## src/logic/dpsm_pkg.sv

```systemverilog
// package of constants and types for the dual pot serial master
package dpsm_pkg;
   // ****************************************
   // address and configuration layout
   // ****************************************
   localparam logic [3:0] dpsm_addr_upper = 4'h5;
   localparam logic dpsm_dir_write = 1'b0;
   localparam logic dpsm_dir_read = 1'b1;
   localparam logic [1:0] dpsm_cfg_tag = 2'h2;
   localparam int dpsm_cfg_storage_bit = 2;
   localparam int dpsm_cfg_zero_cross_bit = 1;
   localparam int dpsm_cfg_positions_bit = 0;
   localparam logic [7:0] dpsm_cfg_reset = 8'h87;
   localparam int dpsm_byte_bits = 8;
   localparam int dpsm_reads_per_cycle = 3;
   // ****************************************
   // timing
   // ****************************************
   localparam int dpsm_clk_mhz = 50;
   localparam int dpsm_half_period_ns = 2500;
   localparam int dpsm_half_cycles = (dpsm_half_period_ns * dpsm_clk_mhz) / 1000;
   localparam logic [7:0] dpsm_half_count = 8'(dpsm_half_cycles - 1);
   localparam int dpsm_nv_write_time_us = 10000;
   localparam int dpsm_nv_write_cycles = dpsm_nv_write_time_us * dpsm_clk_mhz;
   // ****************************************
   // command type
   // ****************************************
   typedef enum logic [2:0] {
      dpsm_cmd_start = 3'h0,
      dpsm_cmd_write = 3'h1,
      dpsm_cmd_read = 3'h2,
      dpsm_cmd_stop = 3'h3,
      dpsm_cmd_idle = 3'h4
   } dpsm_cmd_type;
endpackage : dpsm_pkg

```

## src/logic/dpsm_bit_if.sv

```systemverilog
// interface between the byte sequencer and the bit engine
`timescale 1ns/1ns
interface dpsm_bit_if;
   import dpsm_pkg::*;
   logic req;
   dpsm_cmd_type cmd;
   logic [7:0] wdata;
   logic ack_out;
   logic busy;
   logic done;
   logic [7:0] rdata;
   logic ack_in;
   modport seq (output req, output cmd, output wdata, output ack_out,
      input busy, input done, input rdata, input ack_in);
   modport eng (input req, input cmd, input wdata, input ack_out,
      output busy, output done, output rdata, output ack_in);
endinterface : dpsm_bit_if

```

## src/logic/dpsm_master.sv

```systemverilog
// two-wire master that drives the dual pot serial slave port
// Contract
// RULE_01 - start: sda falls while scl high
// RULE_02 - stop: sda rises while scl high
// RULE_03 - repeated start signalled like a start
// RULE_04 - sda changes only while scl low
// RULE_05 - slave drives read bits after scl fall
// RULE_06 - master releases sda, makes every scl
// RULE_07 - ninth bit is acknowledge, zero acknowledges
// RULE_08 - bytes eight bits, msb first, then ack
// RULE_09 - master acks more, nacks the last
// RULE_10 - address 0101 then three strap levels
// RULE_11 - first byte address plus direction bit
// RULE_12 - unmatched slave stays off sda
// RULE_13 - write: start, address, data, stop; check acks
// RULE_14 - several data bytes per write
// RULE_15 - poll address while nonvolatile write runs
// RULE_16 - nonvolatile update stores all three bytes
// RULE_17 - zero crossing delays nonvolatile write
// RULE_18 - single byte read returns wiper 0
// RULE_19 - reads cycle wiper0, wiper1, configuration
// RULE_20 - idle bus: both lines released high
// RULE_21 - slave listens only while enable low
// RULE_22 - stop launches nonvolatile write
// RULE_23 - bytes tagged 10 go to configuration
// RULE_24 - configuration bits: storage, zero cross, positions
// RULE_25 - every start resets slave transaction state
`timescale 1ns/1ns
module dpsm_master (
   // clock and reset
   input wire logic ref_clk,
   input wire logic rstn,
   // user command port
   input wire logic cmd_valid,
   output logic cmd_ready,
   input wire logic cmd_read,
   input wire logic [1:0] cmd_count,
   input wire logic [7:0] cmd_data0,
   input wire logic [7:0] cmd_data1,
   input wire logic [7:0] cmd_data2,
   input wire logic cmd_poll,
   // user result port
   output logic rsp_valid,
   output logic rsp_nack,
   output logic [7:0] rsp_data0,
   output logic [7:0] rsp_data1,
   output logic [7:0] rsp_data2,
   // slave select straps and enable
   input wire logic [2:0] addr_strap,
   output logic comm_enable_n,
   // two-wire bus, open drain
   input wire logic scl_i,
   output logic scl_o,
   output logic scl_oe,
   input wire logic sda_i,
   output logic sda_o,
   output logic sda_oe
);
   import dpsm_pkg::*;
   typedef enum logic [2:0] {
      dpsm_st_idle = 3'h0,
      dpsm_st_start = 3'h1,
      dpsm_st_addr = 3'h2,
      dpsm_st_wdata = 3'h3,
      dpsm_st_rdata = 3'h4,
      dpsm_st_stop = 3'h5,
      dpsm_st_report = 3'h6
   } dpsm_state_type;
   dpsm_state_type state;
   dpsm_bit_if bi ();
   logic sda_sync;
   logic scl_sync;
   logic [1:0] index;
   logic is_read;
   logic poll;
   logic nacked;
   logic [1:0] count;
   logic [7:0] wbuf [0:2];
   logic [7:0] rbuf [0:2];
   logic [1:0] last;
   // ****************************************
   // pin synchronisers
   // ****************************************
   dpsm_sync u_sda_sync (
      .ref_clk(ref_clk),
      .rstn(rstn),
      .d(sda_i),
      .q(sda_sync)
   );
   dpsm_sync u_scl_sync (
      .ref_clk(ref_clk),
      .rstn(rstn),
      .d(scl_i),
      .q(scl_sync)
   );
   // ****************************************
   // bit engine
   // ****************************************
   dpsm_bit_engine u_eng (
      .ref_clk(ref_clk),
      .rstn(rstn),
      .bi(bi.eng),
      .sda_sync(sda_sync),
      .scl_o(scl_o),
      .scl_oe(scl_oe),
      .sda_o(sda_o),
      .sda_oe(sda_oe)
   );
   // slave is kept enabled while we own a transaction, disabled when idle with no command pending
   assign comm_enable_n = (state == dpsm_st_idle) && !cmd_valid; // RULE_21
   assign cmd_ready = (state == dpsm_st_idle);
   assign last = count - 2'h1;
   // ****************************************
   // requests toward the bit engine
   // ****************************************
   always_comb begin
      bi.req = 1'b0;
      bi.cmd = dpsm_cmd_idle;
      bi.wdata = 8'h00;
      bi.ack_out = 1'b1;
      if (!bi.busy && !bi.done) begin
         case (state)
            dpsm_st_start: begin
               bi.req = 1'b1;
               bi.cmd = dpsm_cmd_start;
            end
            dpsm_st_addr: begin
               bi.req = 1'b1;
               bi.cmd = dpsm_cmd_write;
               bi.wdata = {dpsm_addr_upper, addr_strap, is_read}; // RULE_10 RULE_11
            end
            dpsm_st_wdata: begin
               bi.req = 1'b1;
               bi.cmd = dpsm_cmd_write;
               bi.wdata = wbuf[index];
            end
            dpsm_st_rdata: begin
               bi.req = 1'b1;
               bi.cmd = dpsm_cmd_read;
               bi.ack_out = (index == last); // RULE_09
            end
            dpsm_st_stop: begin
               bi.req = 1'b1;
               bi.cmd = dpsm_cmd_stop;
            end
            default: bi.req = 1'b0;
         endcase
      end
   end
   // ****************************************
   // transaction sequencer
   // ****************************************
   always_ff @(posedge ref_clk or negedge rstn) begin
      if (!rstn) begin
         state <= dpsm_st_idle;
         index <= 2'h0;
         is_read <= 1'b0;
         poll <= 1'b0;
         nacked <= 1'b0;
         count <= 2'h1;
      end else begin
         case (state)
            dpsm_st_idle: if (cmd_valid) begin
               is_read <= cmd_read;
               poll <= cmd_poll;
               count <= (cmd_count == 2'h0) ? 2'h1 : cmd_count;
               nacked <= 1'b0;
               index <= 2'h0;
               state <= dpsm_st_start;
            end
            dpsm_st_start: if (bi.done) begin
               state <= dpsm_st_addr; // RULE_25
            end
            dpsm_st_addr: if (bi.done) begin
               if (bi.ack_in) begin
                  // no answer: slave busy with its nonvolatile write or absent
                  if (poll) begin
                     state <= dpsm_st_start; // RULE_15 repeated start to poll
                  end else begin
                     nacked <= 1'b1; // RULE_12
                     state <= dpsm_st_stop;
                  end
               end else begin
                  state <= is_read ? dpsm_st_rdata : dpsm_st_wdata;
               end
            end
            dpsm_st_wdata: if (bi.done) begin
               index <= index + 2'h1;
               if (bi.ack_in) begin
                  nacked <= 1'b1; // RULE_13
                  state <= dpsm_st_stop;
               end else if (index == last) begin
                  state <= dpsm_st_stop; // RULE_14 RULE_22 stop launches storage
               end
            end
            dpsm_st_rdata: if (bi.done) begin
               index <= index + 2'h1;
               if (index == last) begin
                  state <= dpsm_st_stop;
               end
            end
            dpsm_st_stop: if (bi.done) begin
               state <= dpsm_st_report;
            end
            dpsm_st_report: state <= dpsm_st_idle;
            default: state <= dpsm_st_idle;
         endcase
      end
   end
   // ****************************************
   // write data capture
   // ****************************************
   always_ff @(posedge ref_clk or negedge rstn) begin
      if (!rstn) begin
         wbuf[0] <= 8'h00;
         wbuf[1] <= 8'h00;
         wbuf[2] <= dpsm_cfg_reset;
      end else if (state == dpsm_st_idle && cmd_valid) begin
         wbuf[0] <= cmd_data0;
         wbuf[1] <= cmd_data1;
         wbuf[2] <= cmd_data2; // RULE_23 RULE_24 user tags the byte 10xxxxxx
      end
   end
   // ****************************************
   // read data, slot order wiper0, wiper1, configuration
   // ****************************************
   genvar g;
   generate
      for (g = 0; g < dpsm_reads_per_cycle; g++) begin : g_rbuf
         always_ff @(posedge ref_clk or negedge rstn) begin
            if (!rstn) begin
               rbuf[g] <= 8'h00;
            end else if (state == dpsm_st_rdata && bi.done && index == 2'(g)) begin
               rbuf[g] <= bi.rdata; // RULE_18 RULE_19 RULE_05
            end
         end
      end
   endgenerate
   // ****************************************
   // result outputs
   // ****************************************
   always_ff @(posedge ref_clk or negedge rstn) begin
      if (!rstn) begin
         rsp_valid <= 1'b0;
         rsp_nack <= 1'b0;
         rsp_data0 <= 8'h00;
         rsp_data1 <= 8'h00;
         rsp_data2 <= 8'h00;
      end else begin
         rsp_valid <= (state == dpsm_st_report);
         if (state == dpsm_st_report) begin
            rsp_nack <= nacked;
            rsp_data0 <= rbuf[0];
            rsp_data1 <= rbuf[1];
            rsp_data2 <= rbuf[2];
         end
      end
   end
   // scl is read back only to keep the pin sampled; no stretching is done
   logic scl_seen;
   always_ff @(posedge ref_clk or negedge rstn) begin
      if (!rstn) begin
         scl_seen <= 1'b1;
      end else begin
         scl_seen <= scl_sync;
      end
   end
endmodule : dpsm_master

```

## src/logic/dpsm_sync.sv

```systemverilog
// two flip-flop level synchroniser
`timescale 1ns/1ns
module dpsm_sync (
   // clock and reset
   input wire logic ref_clk,
   input wire logic rstn,
   // level in and out
   input wire logic d,
   output logic q
);
   logic meta;
   // ****************************************
   // two stage capture
   // ****************************************
   always_ff @(posedge ref_clk or negedge rstn) begin
      if (!rstn) begin
         meta <= 1'b1;
         q <= 1'b1;
      end else begin
         meta <= d;
         q <= meta;
      end
   end
endmodule : dpsm_sync

```

## src/logic/dpsm_bit_engine.sv

```systemverilog
// bit engine: makes scl by division, start, stop and bytes on sda
`timescale 1ns/1ns
module dpsm_bit_engine (
   // clock and reset
   input wire logic ref_clk,
   input wire logic rstn,
   // sequencer side
   dpsm_bit_if.eng bi,
   // bus pins, already synchronised sda in
   input wire logic sda_sync,
   output logic scl_o,
   output logic scl_oe,
   output logic sda_o,
   output logic sda_oe
);
   import dpsm_pkg::*;
   typedef enum logic [2:0] {
      dpsm_ph_idle = 3'h0,
      dpsm_ph_start = 3'h1,
      dpsm_ph_bit = 3'h2,
      dpsm_ph_stop = 3'h3,
      dpsm_ph_done = 3'h4
   } dpsm_phase_type;
   dpsm_phase_type phase;
   logic [7:0] tick;
   logic [1:0] quarter;
   logic [3:0] bitn;
   logic [8:0] shreg;
   logic scl_low;
   logic sda_low;
   logic is_read;
   logic tick_end;
   assign tick_end = (tick == dpsm_half_count);
   // open drain: only a low is driven
   assign scl_o = 1'b0;
   assign scl_oe = scl_low;
   assign sda_o = 1'b0;
   assign sda_oe = sda_low;
   assign bi.busy = (phase != dpsm_ph_idle);
   // ****************************************
   // sequencing of bits in four quarters
   // ****************************************
   always_ff @(posedge ref_clk or negedge rstn) begin
      if (!rstn) begin
         phase <= dpsm_ph_idle;
         tick <= 8'h00;
         quarter <= 2'h0;
         bitn <= 4'h0;
         shreg <= 9'h1ff;
         scl_low <= 1'b0;
         sda_low <= 1'b0;
         is_read <= 1'b0;
         bi.done <= 1'b0;
         bi.rdata <= 8'h00;
         bi.ack_in <= 1'b1;
      end else begin
         bi.done <= 1'b0;
         tick <= tick_end ? 8'h00 : tick + 8'h01;
         case (phase)
            dpsm_ph_idle: begin
               tick <= 8'h00;
               quarter <= 2'h0;
               if (bi.req) begin
                  bitn <= 4'h0;
                  is_read <= (bi.cmd == dpsm_cmd_read);
                  // read: release 8 bits, then drive our ack or nack
                  shreg <= (bi.cmd == dpsm_cmd_read) ? {8'hff, bi.ack_out}
                     : {bi.wdata, 1'b1}; // RULE_08 RULE_06
                  case (bi.cmd)
                     dpsm_cmd_start: phase <= dpsm_ph_start;
                     dpsm_cmd_stop: phase <= dpsm_ph_stop;
                     dpsm_cmd_write: phase <= dpsm_ph_bit;
                     dpsm_cmd_read: phase <= dpsm_ph_bit;
                     default: phase <= dpsm_ph_done;
                  endcase
               end
            end
            dpsm_ph_start: if (tick_end) begin
               // q0 release sda, q1 release scl, q2 pull sda with scl high, q3 pull scl
               quarter <= quarter + 2'h1;
               case (quarter)
                  2'h0: sda_low <= 1'b0;
                  2'h1: scl_low <= 1'b0;
                  2'h2: sda_low <= 1'b1; // RULE_01 RULE_03
                  default: begin
                     scl_low <= 1'b1;
                     phase <= dpsm_ph_done;
                  end
               endcase
            end
            dpsm_ph_stop: if (tick_end) begin
               quarter <= quarter + 2'h1;
               case (quarter)
                  2'h0: sda_low <= 1'b1;
                  2'h1: scl_low <= 1'b0;
                  2'h2: sda_low <= 1'b0; // RULE_02 RULE_20
                  default: phase <= dpsm_ph_done;
               endcase
            end
            dpsm_ph_bit: if (tick_end) begin
               quarter <= quarter + 2'h1;
               case (quarter)
                  2'h0: sda_low <= ~shreg[8]; // RULE_04 change only with scl low
                  2'h1: scl_low <= 1'b0;
                  2'h2: begin
                     // sample in the middle of the high phase
                     if (bitn == 4'h8) begin
                        bi.ack_in <= sda_sync; // RULE_07
                     end else begin
                        bi.rdata <= {bi.rdata[6:0], sda_sync};
                     end
                  end
                  default: begin
                     scl_low <= 1'b1;
                     shreg <= {shreg[7:0], 1'b1};
                     bitn <= bitn + 4'h1;
                     if (bitn == 4'h8) begin
                        // sda is held across the scl fall; a rise here would look like a stop
                        phase <= dpsm_ph_done; // RULE_04
                     end
                  end
               endcase
            end
            dpsm_ph_done: begin
               bi.done <= 1'b1;
               phase <= dpsm_ph_idle;
            end
            default: phase <= dpsm_ph_idle;
         endcase
      end
   end
endmodule : dpsm_bit_engine

```

## config.mk

```make
export PLATFORM = sky130hd
export DESIGN_NAME = dpsm_master
export DESIGN_NICKNAME = d
export VERILOG_FILES = /design/src/logic/dpsm_pkg.sv /design/src/logic/dpsm_bit_if.sv /design/src/logic/dpsm_master.sv /design/src/logic/dpsm_sync.sv /design/src/logic/dpsm_bit_engine.sv
export SDC_FILE = /design/constraint.sdc
export NUM_CORES = 1
export LEC_CHECK = 0
export BUFFER_PORTS_ARGS = -buffer_cell sky130_fd_sc_hd__buf_2
export CORE_MARGIN = 3
export CORE_UTILIZATION = 45
export CTS_CLUSTER_DIAMETER = 120
export DETAILED_ROUTE_END_ITERATION = 6
export PLACE_DENSITY = 0.67
export SLEW_MARGIN = 20
export SYNTH_ARGS = -nofsm -noshare
export SYNTH_HDL_FRONTEND = slang
export SYNTH_SLANG_ARGS = --single-unit
```

## constraint.sdc

```tcl
create_clock -name ref_clk -period 1.8 [get_ports ref_clk]
set_input_delay 0.27 -clock ref_clk [delete_from_list [all_inputs] [get_ports ref_clk]]
set_output_delay 0.27 -clock ref_clk [all_outputs]
set_load 0.01 [all_outputs]
```

---- Word-level counts from Yosys, hierarchy flattened ----
Cells that the tools add are included.
cells by class
  add/subtract/negate cells ............... 5
  order comparisons ....................... 1
  equal/unequal tests ..................... 45
  multiplexer cells ....................... 68
  bitwise operators ....................... 3
  reduce and logical (&&, ||, !) cells .... 43
operator list
  kind                   count
  $mux W3                18
  $mux W8                5
  $mux W9                4
  $ne A2 B1 Y1 const B   17
  $eq A3 B2 Y1 const B   6
  $mux W1                18
  $pmux W3 S3            2
  $pmux W3 S6            1
  $pmux W9 S2            1
  $bmux W8 S2            1
  $pmux W8 S2            1
  $reduce_and A7 Y1      2
  $eq A3 B3 Y1 const B   4
  $mux W4                3
  $ne A2 B2 Y1 const B   6
  $pmux W3 S4            1
  $reduce_and A4 Y1      3
  $reduce_and A6 Y1      2
  $reduce_or A2 Y1       6
  $eq A3 B1 Y1 const B   3
  $logic_not A3 Y1       3
  $reduce_bool A3 Y1     3
  $add A8 B1 Y8 const B  1
  $eq A8 B7 Y1 const B   1
  25 further kinds       53
storage, ports and cells
  register bits ........................... 124
  logic and storage cells ................. 194

---- Longest topological paths before layout ----
Gate-level depths: netlist (run 1).
  depth after elaboration ................. 9
  depth in mapped cells ................... 8
  mapped depth without buffers ............ 6

---- Modules after synthesis ----
Synthesis (run 1) repeated with hierarchy kept, for this count alone.
unflattened totals
  cells, all modules ...................... 514
  area total of the unflattened synthesis .. 6,009.5 µm²
modules (own cells, without submodules)
  module           instances  cells each  area each (µm²)
  dpsm_master      1          328         3,920.0
  dpsm_bit_engine  1          184         2,037.0
  dpsm_sync        1          2           52.6

---- Worst setup path after synthesis (run 1) ----
OpenSTA, ideal clock, no wires.
  path kind ............................... reg2reg
  from .................................... register index[1]
  to ...................................... register index[1]
  arrival time ............................ 1.750 ns
  data required time ...................... 1.674 ns
  setup slack ............................. -0.076 ns
  stages on the path, launching flop included .. 9
  path buffers ............................ 2
  path through ............................ dfrtp_1 -> buf_2 -> buf_2 -> inv_1 -> ha_1 -> mux2_2 -> a31oi_1 -> nor2_1 -> a221o_1
on the way
  cells in the longest elaborated chain, start to end .. 3
RTL lines
  what                    RTL line                                source
  start, declared         dpsm_master.sv:73                       logic [1:0] index;
  start signal, assigned  dpsm_master.sv:188                      index <= index + 2'h1;
  start signal, assigned  dpsm_master.sv:197                      index <= index + 2'h1;
  $add A2 B1 Y2           dpsm_master.sv:188, dpsm_master.sv:197
  $mux W2                 dpsm_master.sv:187, dpsm_master.sv:196
  $pmux W2 S2             dpsm_master.sv:162                      case (state)
Every way passes these cells. The select of a mux whose other input is x is not followed.
A chain may end at the register's enable or synchronous reset.

---- Worst setup path after layout (run 1) ----
  from .................................... register state[1]
  to ...................................... output cmd_ready
on the way
  cells in the longest elaborated chain, start to end .. 1
RTL lines
  what                    RTL line            source
  start, declared         dpsm_master.sv:69   dpsm_state_type state;
  start signal, assigned  dpsm_master.sv:155  state <= dpsm_st_idle;
  start signal, assigned  dpsm_master.sv:169  state <= dpsm_st_start;
  start signal, assigned  dpsm_master.sv:172  state <= dpsm_st_addr;
  $logic_not A3 Y1        dpsm_master.sv:111  assign cmd_ready = (state == dpsm_st_idle);
  end, declared           dpsm_master.sv:35   output logic cmd_ready,
Every way passes these cells.

==> results of run 1 <==
worst max-delay path: stages, from the launching register on:
cell     delay, ns
dfrtp_2       0.43
buf_4         0.17
nor3_2        0.18
buf_4         0.16
buf_2         0.12
metal layers:
metal | part of all wire (%) | up-vias
met1 | 46 | 1969
li1 | - | 1870
met3 | 4.9 | 12
met4 | 1.3 | 0
met2 | 48 | 95
met5 | 0 | -
stage by stage:
step	setup TNS (ns)	instances	power (W)
after floorplan	0	461	0.00296
after global placement	0	708	0.00309
after detailed placement	-0.00495	708	0.00310
after CTS	0	743	0.00621
after global routing	0	745	0.00639
final	0	745	0.00613
report_power, final:
part / total [W] / internal [W] / switching (W)
registers: 0.00285 / 0.00283 / 0.0000196
clock network: 0.00308 / 0.00192 / 0.00116
logic: 0.000198 / 0.0000938 / 0.000104
total: 0.00613 / 0.00485 / 0.00128
logic make-up after synthesis:
kind of cell / count (synthesis)
buffers and inverters: 43
and+or+nand+nor: 101
other: 1
AOI/OAI and AO/OA: 76
adders and majority gates: 12
muxes: 95
xor gates and xnor gates: 8
DFF: 124
area by class of cell:
class / count / area (sq um) / area share [%]
Timing Repair Buffer: 113 / 787 / 11.0
Multi-Input combinational cell: 294 / 2440 / 34.1
Tap cell: 168 / 210 / 2.94
Clock inverter: 7 / 71.3 / 0.997
Clock buffer: 24 / 462 / 6.45
Inverter: 15 / 56.3 / 0.787
Sequential cell: 124 / 3130 / 43.7
flip-flops by register name (all words and copies together) (netlist names), 2 cells and up:
name,cells
count,2
index,2
rbuf,24
rsp_data0,8
rsp_data1,8
rsp_data2,8
state,3
u_eng.bi.rdata,8
u_eng.bitn,4
u_eng.phase,3
u_eng.quarter,2
u_eng.shreg,9
u_eng.tick,8
wbuf,24
synthesized netlist by cell type (2+ instances only):
library cell  instances  area (sq um)
nor2_1               21          78.8
nand4_1               2          12.5
xnor2_1               2          17.5
nor2_2                2          12.5
o2bb2ai_1             4          35.0
and3_1                4          25.0
nand3b_1              2          15.0
o32a_1                3          30.0
nand2_1              17          63.8
o211ai_1              2          15.0
buf_4                 5          37.5
nand2b_1             10          62.6
xor2_1                6          52.6
dfrtp_1             107          2680
mux2_2               90          1010
a31oi_1               4          25.0
nand3_1              18          90.1
nor4_1                3          18.8
ha_1                 11           138
nor2b_1               2          12.5
dfstp_2              17           447
a32oi_1               3          26.3
a22o_1                2          17.5
o21ai_0              19          95.1
a21oi_1              15          75.1
buf_2                14          70.1
a221o_1               6          60.1
clkbuf_1              8          30.0
or3_1                 3          18.8
a211o_1               2          17.5
inv_1                15          56.3
nor3_1                5          25.0
o221ai_1              3          26.3
mux2i_1               4          40.0
worst max path at each step:
| stage | end | slack, ns | cells after the start |
|---|---|---|---|
| 2_1_floorplan | index[1] | 0.005 | 8 |
| 5_1_grt | cmd_ready | 0.004 | 4 |
| 6_report | cmd_ready | 0.05 | 4 |
| 3_3_place_gp | u_eng.bi.rdata[7] | 0.05 | 7 |
| 3_5_place_dp | u_eng.bi.rdata[3] | -0.003 | 7 |
| 4_1_cts | comm_enable_n | 0.003 | 3 |
repair_timing:
| item | in CTS | in global routing |
|---|---|---|
| hold buffers | 2 | 0 |
| pin swaps | 0 | 1 |
| endpoints found under the hold margin | 32 | 0 |
| setup endpoints to repair | 10 | 13 |
| gates resized for setup | 5 | 7 |
| buffers inserted | 2 | 2 |
==> metrics, run 1 <==
share of post-route cells with drive strength above 1 45.4%; placed cell area 6520 sq um; grt met3 use 5.50%; initial antenna violation count 0; n_diodes 0; Post-Synth Simple-Gate Area 9.76%; largest net degree at the start of global routing 37; drt initial violations 314; Residual DRC 0; Req. time, crit path 1.53 ns; Root Driver clkbuf_16; port buffer count 64; drt pass-1 iters 4; post-synthesis compound-gate area fraction 9.48%; outcome finished clean; worst min path class input port to register; combinational family with the most area after synthesis multiplexers; synthesized cell area 5720 sq um; ys async rst share 100%; reg2reg setup slack 0.07 ns; WHS Endpoint count[0]; maximum fanout along the worst path 6; library cells used by synthesis 63; drt total wl 11.7 mm; Detailed Place HPWL 8.21 mm; Clock Path Buffers 2; #FFs+latches synth 124; Final Slew Violations 0; first-pass GRT wire length 19.9 mm; Setup violations, final 0; number of fill cells 1,063; RSZ-0062 raised after global routing false; dpl ws -0.00309 ns; CP Class register to output pin; TritonCTS clock tree built; CP Capture Type output pin; Die Y-Extent 119 microns; Hold Crit Start cmd_count[1]; CTS H-tree lvls 4; total number of vias 3,946; Final ANT Viol Nets 0; Worst Slack Setup Final 0.0546 ns; worst r2r src u_eng.bitn[0]; worst-skew pair later-pin latency 0.41 ns; gr ovfl total 0; Layout area overhead 25.2%; sequential element share of the synthesized area 54.7%; most frequent cells in the layout 105 x dfrtp_1, 90 x mux2_2, 63 x buf_2; Layout Nets 612; Ys Warns 0; Std-Cell Rows 40; full die area 14,100 sq um; Vias/cell 5.30; total CTS buffers 17; Post-Synth Adder-Cell Area 2.58%; startpoint types register; P_leak 3.46 nW; drt wl/cell 15.7 microns; Final Util 58.6%; post-synthesis mux area share 18.6%; RePlAce Congestion 0.807; Peak Freq 573 MHz; R2R depth 7; XOR/XNOR Fraction of Synth Area 1.23%; WHS Path Cells 2; worst clock skew 0.00988 ns; Final period util 97.0%; Initial Util 46.8%; Worst Setup SP state[1]; commonest non-fill, non-tap cell in the layout dfrtp_1; clock slew at reported path FFs 0.05 ns; Crit path arrival time 1.48 ns; worst rel slew slack 43.1%; Ports 68; global-route usage over all layers 17.6%; die width 119 microns; vias in the first global route 4,086; actual slew at the worst max-slew pin 0.846 ns; clock sink count 124; met2 Usage GRT 27.4%; top_reg_cell synth dfrtp_1; fin crit period 1.75 ns; Final Instance Area 7150 sq um; Mapped Cells 460; final hold vios 0; P per Cell Area 857 nW/um^2; R2R Path End u_eng.bi.rdata[3]; met1 GRT Util 23.1%; peak supply drop 0.000658 V; most crowded layer after global routing met2; final hold slack 0.0283 ns; core area 12,200 sq um; Max Cap Violations 0; syn_area_per_cell 12.4 sq um; Post-synth EDFFs 0
Power figures use the tool's default switching activity.
==> inputs of run 2 (changes only) <==
--- a/config.mk
+++ b/config.mk
@@ -5,11 +5,13 @@
 export SDC_FILE = /design/constraint.sdc
 export NUM_CORES = 1
 export LEC_CHECK = 0
+export ABC_AREA = 1
 export BUFFER_PORTS_ARGS = -buffer_cell sky130_fd_sc_hd__buf_2
 export CORE_MARGIN = 3
 export CORE_UTILIZATION = 45
 export CTS_CLUSTER_DIAMETER = 120
 export DETAILED_ROUTE_END_ITERATION = 6
+export GPL_TIMING_DRIVEN = 0
 export PLACE_DENSITY = 0.67
 export SLEW_MARGIN = 20
 export SYNTH_ARGS = -nofsm -noshare
==> run 2 against run 1 <==
Net effect:
- register-to-register slack improved by 0.09 ns
- sequential power fell by 2%
- die area fell by 0.31%
- wire length rose by 4.9%
- critical path depth rose by 2
- sequential share of layout area rose by 1.2 points
- first-iteration DRC count rose by 15%
- area after synthesis fell by 0.33%
- sequential cell count did not move
- global-route usage rose by 1.0 points
- combinational power fell by 44%
- clock-buffer cell count fell by 2
==> metrics, run 2 <==
total number of vias 4,608; fin crit period 1.76 ns; outcome finished clean; CP Buf/Inv Count 3; number of fill cells 1,143; Std-Cell Rows 40; core area 12,200 sq um; vias in the first global route 4,479; Layout Nets 819; peak supply drop 0.000670 V; n_diodes 0; grt met3 use 4.35%; final setup TNS 0 ns; maximum fanout along the worst path 6; library cells used by synthesis 36; top flop regs rbuf (24), wbuf (24), u_eng.shreg (9); port buffer count 64; Post-synth EDFFs 0; ys async rst share 100%; synthesized cell area 5700 sq um; Commonest cells post-synth 282 x nand2_1, 107 x dfrtp_1, 54 x inv_1; P per Cell Area 939 nW/um^2; post-synth top area cell dfrtp_1; global-route usage over all layers 18.6%; top_reg_cell synth dfrtp_1; largest net degree at the start of global routing 85; slowest stage delay, CP 0.45 ns; Final Slew Violations 0; TritonCTS clock tree built; Crit-path slowest cell dfrtp_2; drt wl/cell 12.9 microns; Final period util 97.8%; Mapped Cells 685; Largest delay share family, worst path flip-flops; gr ovfl total 0; Setup violations, final 0; top-count cell post-synth nand2_1; commonest non-fill, non-tap cell in the layout nand2_1; drt pass-1 iters 5; die width 119 microns; Vias/cell 4.84; Req. time, crit path 1.53 ns; CP Capture Type output pin; sequential element share of the synthesized area 54.8%; drt total wl 12.3 mm; Root Driver clkbuf_16; final hold vios 0; worst clock skew 0.00837 ns; most frequent cells in the layout 279 x nand2_1, 106 x dfrtp_1, 74 x buf_2; most crowded layer after global routing met2; initial antenna violation count 0; startpoint types register; Peak Freq 568 MHz; Ys Warns 0; clock slew at reported path FFs 0.05 ns; RePlAce Congestion 0.835; met1 GRT Util 25.5%; Max Cap Violations 0; Area contributors post-synth dfrtp_1 47%, nand2_1 19%, dfstp_2 7.8%, inv_1 3.6%, nand3_1 2.8%; CP Class register to output pin; total CTS buffers 17; Crit path arrival time 1.49 ns; CTS H-tree lvls 4; share of post-route cells with drive strength above 1 22.0%; clock sink count 124; Layout area overhead 22.1%; Initial Util 46.6%; Die Y-Extent 119 microns; worst min path class input port to register; Final ANT Viol Nets 0; full die area 14,000 sq um; drt initial violations 361; Residual DRC 0; RSZ-0062 raised after global routing true; worst-skew pair later-pin latency 0.42 ns; met2 Usage GRT 29.0%; Synth top area share 47.0%; Detailed Place HPWL 8.75 mm; P_leak 3.61 nW; final hold slack 0.0401 ns; #FFs+latches synth 124; first-pass GRT wire length 21.3 mm; Ports 68; Clock Path Buffers 2; syn_area_per_cell 8.32 sq um; crit-path cells inv_4 -> nand2_4 -> nor2_4 -> nand2_2 -> inv_1 -> buf_2
## run 2: changes by cell type after synthesis, moves of 14 or more
cell	previous run	this run
inv_1	15	54
nand2_1	17	282
nor2_1	21	36
mux2_2	90	0
nand3_1	18	32
o21ai_1	1	26
## run 2: area by class of cell
type	count	area, sq um	area share [%]
clock buffers	22	464	6.68
flip-flops and latches	124	3130	44.9
inverters	62	235	3.38
clock inverters	10	165	2.37
plain buffers	19	108	1.55
repair buffers	68	382	5.49
well taps	168	210	3.02
multi-input cells	480	2260	32.6
## run 2: path summary, 6_finish.rpt
path / startpoint / endpoint / slack, ns / cells past startpoint
max in group asynchronous: rstn / u_sda_sync.q / 0.72 / 3
min in group asynchronous: rstn / u_eng.quarter[0] / 0.34 / 2
min reg2reg: u_sda_sync.meta / u_sda_sync.q / 0.36 / 0
max reg2reg: u_eng.tick[0] / u_eng.bi.rdata[6] / 0.16 / 10
min: cmd_data2[2] / wbuf[2] / 0.04 / 3
max: state[0] / comm_enable_n / 0.04 / 6
## run 2: kinds of logic after synthesis
logic type,Yosys count,share of synthesized area [%]
and+or+nand+nor,379,27.7
xor gates and xnor gates,5,0.769
other,1,0.0658
AOI/OAI and AO/OA,83,8.17
buffers and inverters,82,6.04
DFF,124,54.8
adders and majority gates,11,2.42
## run 2: where the power goes
| part | total [W] | leakage, nW | switching [W] | internal (W) |
|---|---|---|---|---|
| Combinational | 0.000111 | 1.74 | 0.0000697 | 0.0000418 |
| Clock | 0.00361 | 0.297 | 0.00122 | 0.00239 |
| Sequential | 0.00280 | 1.57 | 0.00000290 | 0.00280 |
## run 2: per-layer routing
metal	part of all wire, %	vias to the layer above
li1	-	2319
met1	47	2177
met2	47	97
met3	4.6	15
met4	1.5	0
met5	0	-
## run 2: worst min-delay path, stage by stage
cell     delay [ns]
buf_2          0.09
nand2_1        0.05
nand2_1        0.04
## run 2: per-stage QoR
step	worst slack, ns	util, %	area [sq um]	power [W]	std cells
final	0.0405	56.9	6950	0.00653	953
after global routing	-0.0103	56.9	6950	0.00672	953
after CTS	-0.00122	56.7	6920	0.00657	952
after detailed placement	-0.0267	51.3	6260	0.00296	919
after global placement	-1.06	51.0	6230	0.00295	918
after floorplan	0.275	-	5700	0.00286	686
## run 2: timing repair
action / 4_1_cts / 5_1_grt
setup buffers: 0 / 1
setup endpoints to repair: 7 / 11
hold buffers: 2 / 0
hold endpoints to repair: 27 / 0
pin swaps: 0 / 2
gates resized for setup: 4 / 7
